### src/design/slot_pkg.sv
package slot_pkg;
    localparam int unsigned CLK_HZ          = 10_000_000;
    // Acknowledge low pulse length in ns and in cycles
    localparam int unsigned ACK_PULSE_NS    = 200;
    localparam int unsigned ACK_PULSE_CYC   =
        (ACK_PULSE_NS * (CLK_HZ / 1_000_000) + 999) / 1000;
    // Multiplexer relay travel time in ns and in cycles
    localparam int unsigned RELAY_NS        = 1000;
    localparam int unsigned RELAY_CYC       =
        (RELAY_NS * (CLK_HZ / 1_000_000) + 999) / 1000;
    localparam int unsigned SLOT_NUM        = 0;
    localparam int unsigned REG_COUNT       = 32;
    localparam logic [15:0] DATA_RESET      = 16'h0000;
    localparam logic [7:0]  TIMER_RESET     = 8'h00;

    typedef struct packed {
        logic       slot_sel_n;
        logic       bus_direction;
        logic [4:0] reg_select_lines;
        logic       poll_request_n;
        logic       bus_trigger_n;
        logic       opening_n;
    } bus_in_t;

    typedef enum logic [3:0] {
        CYC_IDLE = 4'b0001,
        CYC_ACK  = 4'b0010,
        CYC_HOLD = 4'b0100,
        CYC_WAIT = 4'b1000
    } cyc_state_t;

    typedef enum logic [3:0] {
        MUX_IDLE  = 4'b0001,
        MUX_OPEN  = 4'b0010,
        MUX_WAIT  = 4'b0100,
        MUX_CLOSE = 4'b1000
    } mux_state_t;
endpackage

### src/design/pin_sync.sv
`timescale 1ns/1ps
module pin_sync #(
    parameter int unsigned WIDTH = 1
) (
    // Clock and reset
    input  wire logic             core_clk_i,
    input  wire logic             reset_i,
    // Pins and filtered levels
    input  wire logic [WIDTH-1:0] pin_i,
    output logic      [WIDTH-1:0] level_o
);
    logic [WIDTH-1:0] s1_reg;
    logic [WIDTH-1:0] s2_reg;
    logic [WIDTH-1:0] s3_reg;

    always_ff @(posedge core_clk_i) begin
        if (reset_i) begin
            s1_reg <= '1;
            s2_reg <= '1;
            s3_reg <= '1;
        end else begin
            s1_reg <= pin_i;
            s2_reg <= s1_reg;
            s3_reg <= s2_reg;
        end
    end

    genvar g;
    generate
        for (g = 0; g < WIDTH; g++) begin : g_bit
            always_ff @(posedge core_clk_i) begin
                if (reset_i) begin
                    level_o[g] <= 1'b1;
                end else if (s2_reg[g] == s3_reg[g]) begin
                    level_o[g] <= s3_reg[g];
                end
            end
        end
    endgenerate
endmodule // pin_sync

### src/design/plugin_slot.sv
`timescale 1ns/1ps
// Overview of operation
// RL1: Backplane reset held low keeps the accessory in reset.
// RL2: Direction high means controller reads, low means controller writes.
// RL3: Bus cycles are served only while slot select is low.
// RL4: Each bus cycle is acknowledged by a short low acknowledge pulse.
// RL5: Five active-high address lines choose one of 32 registers.
// RL6: Sixteen data lines: controller drives on writes, accessory on reads.
// RL7: Poll line low starts a parallel poll, answered by interrupting cards.
// RL8: During poll, reply low if service is wanted, else high.
// RL9: Controller sees each slot's reply on data bit equal to slot number.
// RL10: Trigger line low starts a trigger action in capable accessories.
// RL11: General interrupt output low requests general service.
// RL12: Normal-speed scan interrupt output driven low to interrupt.
// RL13: Fast scan interrupt output driven low to interrupt.
// RL14: Opening line driven low while opening; no close until line is high.
// RL15: Closing line driven low while a channel closes.
// RL16: Spare lines are neither driven nor read.
// RL17: Data drivers enabled only when selected and direction requests read.
module plugin_slot
    import slot_pkg::*;
(
    // Card clock and local reset
    input  wire logic         core_clk_i,
    input  wire logic         reset_i,
    // Backplane control inputs
    input  wire logic         backplane_reset_n_i,
    input  wire logic         slot_sel_n_i,
    input  wire logic         bus_direction_i,
    input  wire logic [4:0]   reg_select_lines_i,
    input  wire logic         poll_request_n_i,
    input  wire logic         bus_trigger_n_i,
    // Backplane data lines
    input  wire logic [15:0]  backplane_data_lines_i,
    output logic      [15:0]  backplane_data_lines_o,
    output logic      [15:0]  backplane_data_lines_oe_o,
    // Handshake and poll
    output logic              transfer_ack_n_o,
    output logic              poll_reply_n_o,
    // Interrupts to the controller
    output logic              general_irq_n_o,
    output logic              slow_scan_irq_n_o,
    output logic              fast_scan_irq_n_o,
    // Multiplexer break-before-make lines
    input  wire logic         opening_n_i,
    output logic              opening_n_o,
    output logic              opening_n_oe_o,
    output logic              closing_n_o,
    // Card-side logic
    input  wire logic         service_req_i,
    input  wire logic         slow_scan_req_i,
    input  wire logic         fast_scan_req_i,
    input  wire logic         channel_close_req_i,
    output logic              trigger_pulse_o,
    output logic              card_reset_o
);
    import slot_pkg::*;

    logic [10:0]  sync_lvl;
    logic         brst_n;
    bus_in_t      bus;
    logic         rst;
    logic [15:0]  regs [REG_COUNT];
    logic [15:0]  wdata_lvl;
    cyc_state_t   cyc_reg;
    mux_state_t   mux_reg;
    logic [7:0]   ack_cnt_reg;
    logic [7:0]   mux_cnt_reg;
    logic         trig_prev_reg;
    logic         read_en;

    // Spare lines have no port at all [RL16]
    pin_sync #(.WIDTH(11)) u_sync (
        .core_clk_i (core_clk_i),
        .reset_i    (reset_i),
        .pin_i      ({backplane_reset_n_i, slot_sel_n_i, bus_direction_i,
                      reg_select_lines_i, poll_request_n_i,
                      bus_trigger_n_i, opening_n_i}),
        .level_o    (sync_lvl)
    );

    assign brst_n = sync_lvl[10];
    assign bus    = sync_lvl[9:0];
    assign rst    = reset_i | ~brst_n; // [RL1]

    // Write data settles with the select, one cycle before the ack state
    pin_sync #(.WIDTH(16)) u_data_sync (
        .core_clk_i (core_clk_i),
        .reset_i    (reset_i),
        .pin_i      (backplane_data_lines_i), // [RL6]
        .level_o    (wdata_lvl)
    );

    // Cycle handshake
    always_ff @(posedge core_clk_i) begin
        if (rst) begin
            cyc_reg     <= CYC_IDLE;
            ack_cnt_reg <= TIMER_RESET;
        end else begin
            case (cyc_reg)
                CYC_IDLE: begin
                    if (!bus.slot_sel_n && bus.poll_request_n) begin // [RL3]
                        cyc_reg <= CYC_ACK;
                    end
                end
                CYC_ACK: begin
                    cyc_reg     <= CYC_HOLD;
                    ack_cnt_reg <= 8'(ACK_PULSE_CYC - 1);
                end
                CYC_HOLD: begin
                    if (ack_cnt_reg == TIMER_RESET) begin
                        cyc_reg <= CYC_WAIT;
                    end else begin
                        ack_cnt_reg <= ack_cnt_reg - 8'h01;
                    end
                end
                CYC_WAIT: begin
                    // One ack per select; wait for deselect
                    if (bus.slot_sel_n) begin
                        cyc_reg <= CYC_IDLE;
                    end
                end
                default: cyc_reg <= CYC_IDLE;
            endcase
        end
    end

    always_ff @(posedge core_clk_i) begin
        if (rst) begin
            transfer_ack_n_o <= 1'b1;
        end else begin
            transfer_ack_n_o <= ~(cyc_reg == CYC_ACK ||
                                  (cyc_reg == CYC_HOLD &&
                                   ack_cnt_reg != TIMER_RESET)); // [RL4]
        end
    end

    // Register file write
    always_ff @(posedge core_clk_i) begin
        if (rst) begin
            for (int i = 0; i < REG_COUNT; i++) begin
                regs[i] <= DATA_RESET;
            end
        end else if (cyc_reg == CYC_ACK && !bus.bus_direction) begin // [RL2]
            regs[bus.reg_select_lines] <= wdata_lvl; // [RL5]
        end
    end

    assign read_en = !bus.slot_sel_n && bus.bus_direction &&
                     bus.poll_request_n;

    // Read drive; released whenever not a selected read
    always_ff @(posedge core_clk_i) begin
        if (rst) begin
            backplane_data_lines_o    <= DATA_RESET;
            backplane_data_lines_oe_o <= 16'h0000;
        end else begin
            backplane_data_lines_o    <= regs[bus.reg_select_lines]; // [RL5]
            backplane_data_lines_oe_o <= {16{read_en}}; // [RL17] [RL6]
        end
    end

    // Poll reply; backplane wiring routes it to the slot's data bit [RL9]
    always_ff @(posedge core_clk_i) begin
        if (rst) begin
            poll_reply_n_o <= 1'b1;
        end else begin
            poll_reply_n_o <= ~(!bus.poll_request_n &&
                                service_req_i); // [RL7] [RL8]
        end
    end

    // Interrupt outputs
    always_ff @(posedge core_clk_i) begin
        if (rst) begin
            general_irq_n_o   <= 1'b1;
            slow_scan_irq_n_o <= 1'b1;
            fast_scan_irq_n_o <= 1'b1;
        end else begin
            general_irq_n_o   <= ~service_req_i;   // [RL11]
            slow_scan_irq_n_o <= ~slow_scan_req_i; // [RL12]
            fast_scan_irq_n_o <= ~fast_scan_req_i; // [RL13]
        end
    end

    // Trigger: one pulse on each falling edge of the filtered line
    always_ff @(posedge core_clk_i) begin
        if (rst) begin
            trig_prev_reg   <= 1'b1;
            trigger_pulse_o <= 1'b0;
        end else begin
            trig_prev_reg   <= bus.bus_trigger_n;
            trigger_pulse_o <= trig_prev_reg & ~bus.bus_trigger_n; // [RL10]
        end
    end

    always_ff @(posedge core_clk_i) begin
        card_reset_o <= rst; // [RL1]
    end

    // Break-before-make sequencer
    always_ff @(posedge core_clk_i) begin
        if (rst) begin
            mux_reg     <= MUX_IDLE;
            mux_cnt_reg <= TIMER_RESET;
        end else begin
            case (mux_reg)
                MUX_IDLE: begin
                    if (channel_close_req_i) begin
                        mux_reg     <= MUX_OPEN;
                        mux_cnt_reg <= 8'(RELAY_CYC - 1);
                    end
                end
                MUX_OPEN: begin
                    if (mux_cnt_reg == TIMER_RESET) begin
                        mux_reg <= MUX_WAIT;
                    end else begin
                        mux_cnt_reg <= mux_cnt_reg - 8'h01;
                    end
                end
                MUX_WAIT: begin
                    // Own drive already released; wait for others [RL14]
                    if (bus.opening_n) begin
                        mux_reg     <= MUX_CLOSE;
                        mux_cnt_reg <= 8'(RELAY_CYC - 1);
                    end
                end
                MUX_CLOSE: begin
                    if (mux_cnt_reg == TIMER_RESET) begin
                        mux_reg <= MUX_IDLE;
                    end else begin
                        mux_cnt_reg <= mux_cnt_reg - 8'h01;
                    end
                end
                default: mux_reg <= MUX_IDLE;
            endcase
        end
    end

    always_ff @(posedge core_clk_i) begin
        if (rst) begin
            opening_n_o    <= 1'b1;
            opening_n_oe_o <= 1'b0;
            closing_n_o    <= 1'b1;
        end else begin
            opening_n_o    <= 1'b0;
            opening_n_oe_o <= (mux_reg == MUX_OPEN) &&
                              (mux_cnt_reg != TIMER_RESET); // [RL14]
            closing_n_o    <= ~(mux_reg == MUX_CLOSE); // [RL15]
        end
    end
endmodule // plugin_slot

### config.mk
export PLATFORM = sky130hd
export DESIGN_NAME = plugin_slot
export DESIGN_NICKNAME = d
export VERILOG_FILES = /design/src/design/slot_pkg.sv /design/src/design/pin_sync.sv /design/src/design/plugin_slot.sv
export SDC_FILE = /design/constraint.sdc
export NUM_CORES = 1
export LEC_CHECK = 0
export BUFFER_PORTS_ARGS = -buffer_cell sky130_fd_sc_hd__buf_2
export CORE_MARGIN = 2
export CORE_UTILIZATION = 62
export CTS_CLUSTER_SIZE = 28
export DETAILED_ROUTE_END_ITERATION = 6
export GPL_TIMING_DRIVEN = 0
export PLACE_DENSITY = 0.79
export REMOVE_ABC_BUFFERS = 1
export SETUP_SLACK_MARGIN = 0.02
export SYNTH_ARGS = -nofsm -noshare
export SYNTH_HDL_FRONTEND = slang
export SYNTH_SLANG_ARGS = --single-unit
export TNS_END_PERCENT = 1
### constraint.sdc
create_clock -name core_clk_i -period 5 [get_ports core_clk_i]
set_input_delay 0.75 -clock core_clk_i [delete_from_list [all_inputs] [get_ports core_clk_i]]
set_output_delay 0.75 -clock core_clk_i [all_outputs]
set_load 0.05 [all_outputs]
==> results of run 1 <==
-- final cells by class --
| cell class | count | area, um2 |
|---|---|---|
| Sequential cell | 671 | 18600 |
| Tap cell | 600 | 751 |
| Clock buffer | 105 | 2050 |
| Fill cell | 3129 | 13900 |
| Inverter | 9 | 33.8 |
| Timing Repair Buffer | 93 | 717 |
| Clock inverter | 18 | 138 |
| Multi-Input combinational cell | 1352 | 9310 |
-- logic make-up after synthesis --
| family | after synthesis | synth area share (%) |
|---|---|---|
| AND/OR/NAND/NOR | 818 | 17.0 |
| flip-flops | 671 | 64.9 |
| adder cells (fa/ha/maj) | 4 | 0.175 |
| XOR/XNOR | 9 | 0.276 |
| buffers and inverters | 185 | 2.91 |
| multiplexers | 258 | 9.04 |
| AO/OA/AOI/OAI | 263 | 5.66 |
-- metrics by stage --
stage | instance area, um2 | setup TNS (ns)
global route | 31600 | 0
detailed placement | 29300 | -695.71
global placement | 28900 | -
CTS | 31500 | -78.17
floorplan | 27800 | -6651.65
finish | 31600 | 0
-- how the worst max path moves through the flow --
| stage | start | endpoint | slack [ns] | depth (start not counted) |
|---|---|---|---|---|
| 2_1_floorplan | u_sync.level_o[4] | regs[11][0] | -8.09 | 2 |
| 3_3_place_gp | u_sync.level_o[4] | regs[10][15] | -14.20 | 2 |
| 3_5_place_dp | reset_i | regs[12][13] | -0.97 | 6 |
| 4_1_cts | reset_i | regs[16][7] | -0.30 | 7 |
| 5_1_grt | reset_i | regs[10][9] | 0.12 | 7 |
| 6_report | reset_i | regs[27][1] | 0.46 | 7 |
-- worst max-delay path: stages --
cell and delay, ns:
buf_4 0.33, nor2b_4 0.73, inv_1 0.56, nor3_4 0.38, nand3_1 0.73, nor2_1 1.19, and2_1 0.24
-- power by group through the flow --
stage | registers, mW | clock network [mW] | logic [mW]
after global placement | 6.39 | 0 | 0.445
after global routing | 6.29 | 5.25 | 0.528
after detailed placement | 6.39 | 0 | 0.476
after floorplan | 6.40 | 0 | 0.298
final | 6.27 | 4.96 | 0.483
after CTS | 6.27 | 5.01 | 0.480
-- per-layer routing --
layer	share of wire [%]	GRT usage [%]	routed length [um]
met1	40	36.2	25900
met2	48	43.6	30700
met3	7.9	4.84	5050
met4	3.7	11.8	2380
met5	0.028	0	18
-- cell usage after synthesis, types with 27 or more instances --
| master | count | area, um2 |
|---|---|---|
| edfxtp_1 | 512 | 15400 |
| nor2_1 | 107 | 402 |
| o21ai_0 | 41 | 205 |
| mux2i_1 | 257 | 2570 |
| o22ai_1 | 129 | 807 |
| a21oi_1 | 33 | 165 |
| dfxtp_1 | 159 | 3180 |
| or2_2 | 84 | 526 |
| clkbuf_1 | 126 | 473 |
| and2_1 | 498 | 3120 |
| o21bai_1 | 27 | 203 |
| nand2_1 | 33 | 124 |
==> run metrics, run 1 <==
final setup fails 0; Seq/Total Area, Yosys 64.9%; post-route ant nets 0; RSZ-0062 raised after global routing false; FF+latch count, synth 671; RePlAce Congestion 0.859; top_reg_cell synth edfxtp_1; Yosys Warn Count 0; Root Buffer clkbuf_16; sequential power share 53.5%; CP endpoint kind flip-flop; VDD IR max 0.319 mV; maxcap violations 0; DP Worst Slack -0.966 ns; Int Pwr about 9.2 mW; most common cell after layout, fill and taps aside edfxtp_1; DR iter-0 viols 1699; P_leak 13.4 nW; vias 17200; Crit path required time 5.46 ns; Setup CP Type input port to flip-flop; post-synthesis cell count between 2000 and 2500; reg2reg start u_sync.level_o[10]; Power Total 11.7 mW; final net count 2233; P&R area growth vs syn 10.4%; peak fanout along the critical path 109; initial antenna violation count 2; Hold Buf Count CTS 0; hold path depth 2; EDFF count, synth 512; most flop-heavy register regs; max FFs per register 512; maximum number of pins on one net before global-route repair between 100 and 150; max-slew violations 0; unique cell type count in the Yosys netlist 52; R2R cell count 6; Syn Area/Cell 12.9 um2; share of flip-flops with an asynchronous set or reset 0%; Layout Skew approximately 0.024 ns; CTS tree done; die footprint 47800 um2; top-level port count 75; CTS buffer count 69; Hold Path End slow_scan_irq_n_o; Final Util 69.4%; final hold slack 0.318 ns; Clock Tree Buf Depth 3; I/O Buffers 74; clock sink count 671; worst slew pin tran 1.44 ns; Sw Ratio 21.1%; crit path DAT 5.00 ns; WL per Instance 22.5 um; grt total ovfl 0; GRT Total Usage 27.1%; width of the die roughly 220 um; layout cell share with drive strength beyond 1 about 16%; final setup margin roughly 0.46 ns; flop-to-flop setup slack 0.70 ns; HP Class input port to flip-flop; placed cells 2723; Post-route DRC 0; Synth Cell Area approximately 29000 um2; status finished clean; minimum clock period 4.54 ns; Tcrit/Tclk final just over 90%; fmax 220 MHz; Die H 219 um; Sw Pwr ~2.5 mW; Detailed Place HPWL 38900 um; DRT Pass-1 Iters 5; Antenna Cells 0; overall routed net length about 64000 um; vias in the first global route 17000; clk slew on worst S/H paths 0.06 ns; post-CTS setup buffer count 1; final hold vios 0; Worst R2R End regs[27][1]; vias per cell 6.05; final std cells w/o fill between 2000 and 3000; PwrDens 371 nW/um2; Worst-Skew Late Latency approximately 0.60 ns; hold path start slow_scan_req_i; Initial Util 62.9%; FP Rows 78; Comb power frac 4.1%; H-tree depth 3; most frequent cells in the layout edfxtp_1, and2_1, mux2i_1, dfxtp_1, o22ai_1; # resized after CTS 0; clock share of power 42.4%; core area 45500 um2; Rel. slew slack 3.55%; Critical Path Source Type input port; first-pass GRT wire length 96900 um
(Power assumes the default switching activity.)
==> run 2: changes to the inputs <==
==> constraint.sdc (replaced) <==
create_clock -name core_clk_i -period 5 [get_ports core_clk_i]
set_input_delay 0.25 -clock core_clk_i [delete_from_list [all_inputs] [get_ports core_clk_i]]
set_output_delay 0.25 -clock core_clk_i [all_outputs]
set_load 0.05 [all_outputs]
==> run metrics, run 2 (synthesized netlist as in run 1, its figures left out) <==
status finished clean; CTS tree done; max-slew violations 0; fillers 3083; WL per Instance 22.4 um; Antenna Cells 0; most flop-heavy register regs; VDD IR max about 0.32 mV; RePlAce Congestion roughly 0.86; peak fanout along the critical path 23; max FFs per register 512; I/O Buffers 74; Post-route DRC 0; layout cell share with drive strength beyond 1 ~15%; final std cells w/o fill between 2000 and 3000; Multi-input gate area 9310 um2; core area 45500 um2; grt total ovfl 0; final net count 2263; width of the die 219 um; DRT Pass-1 Iters 5; worst setup path start u_sync.level_o[10]; minimum clock period 4.31 ns; die footprint between 40000 and 50000 um2; DR iter-0 viols 1769; Power Total roughly 12 mW; overall routed net length 64300 um; Tcrit/Tclk final a little under nine tenths; crit path DAT 4.77 ns; fmax 232 MHz; FP Rows 78; DP Worst Slack -0.466 ns; Sequential Area about 19000 um2; top-level port count 75; post-route ant nets 0; GRT Total Usage 27.2%; Layout Skew 0.0237 ns; H-tree depth 3; critical path's largest stage delay 1.20 ns; vias per cell 6.03; P&R area growth vs syn 11.5%; critical path's slowest cell nor2_1; most frequent cells in the layout edfxtp_1, and2_1, mux2i_1, dfxtp_1, o22ai_1; final setup margin just under 0.7 ns; # resized after CTS 0; CTS buffer count 69; Die H 219 um; CP delay by family, top simple AND/OR/NAND/NOR gates; Root Buffer clkbuf_16; vias in the first global route 17200; Setup TNS 0 ns; Layout Cell Area excl Fill 31900 um2; Worst-Skew Late Latency around 0.60 ns; Clock Tree Buf Depth 3; Rel. slew slack 3.92%; final setup fails 0; first-pass GRT wire length 97400 um; clk slew on worst S/H paths about 0.06 ns; clock sink count 671; post-CTS setup buffer count 0; HP Class input port to flip-flop; placed cells 2723; RSZ-0062 raised after global routing false; PwrDens 368 nW/um2; most common cell after layout, fill and taps aside edfxtp_1; CP Cell Sequence nor2b_4 -> inv_1 -> nor3_4 -> nand3_1 -> nor2_1 -> and2_1; Initial Util 62.9%; maxcap violations 0; Detailed Place HPWL 38900 um; hold path start reset_i; Crit path required time 5.45 ns; Hold Buf Count CTS 31; vias 17400; CP endpoint kind flip-flop; initial antenna violation count 2; maximum number of pins on one net before global-route repair 110; Placed Area 29300 um2; Critical Path Source Type flip-flop; WP buf/inv 1; worst slew pin tran about 1.4 ns; P_leak 13.5 nW; final hold vios 0; Setup CP Type flip-flop to flip-flop; reg2reg start u_sync.level_o[10]
[run 2: changes by cell type in the layout (fill, tap and decap cells not counted)]
cell	delta
dlygate4sd3_1	+31
buf_12	-1
[run 2: per-stage QoR]
step / util (%) / hold slack (ns)
floorplan: - / 0.312
finish: 70.1 / 0.285
global route: 70.1 / 0.349
detailed placement: 64.5 / 0.392
global placement: 63.6 / 0.391
CTS: 70.0 / 0.332
[run 2: final timing paths]
| path | to | slack [ns] | cells past startpoint |
|---|---|---|---|
| worst min-delay path | u_data_sync.level_o[7] | 0.28 | 2 |
| worst max register to register | regs[27][9] | 0.69 | 6 |
| worst max-delay path | regs[27][9] | 0.69 | 6 |
| worst min register to register | u_sync.s2_reg[8] | 0.41 | 1 |
[run 2: power breakdown]
| part | internal [mW] | leakage [nW] | total, mW | switching [mW] |
|---|---|---|---|---|
| sequential | 6.18 | 6.59 | 6.27 | 0.0909 |
| combinational | 0.181 | 5.85 | 0.501 | 0.320 |
| clock | 2.89 | 1.08 | 4.96 | 2.06 |
[run 2: area by class of cell]
type / instances / area share [%]
multi-input cells: 1352 / 29.2
inverters: 9 / 0.106
clock inverters: 18 / 0.432
well taps: 600 / 2.36
clock buffers: 105 / 6.44
flip-flops and latches: 671 / 58.3
repair buffers: 123 / 3.16
[run 2: layer usage]
| metal | up-vias | GRT usage, % | wire length [um] |
|---|---|---|---|
| li1 | 7907 | - | - |
| met1 | 8594 | 36.3 | 25700 |
| met4 | 2 | 11.7 | 2360 |
| met3 | 140 | 4.87 | 5130 |
| met2 | 721 | 44.0 | 31100 |
| met5 | - | 0 | 18 |
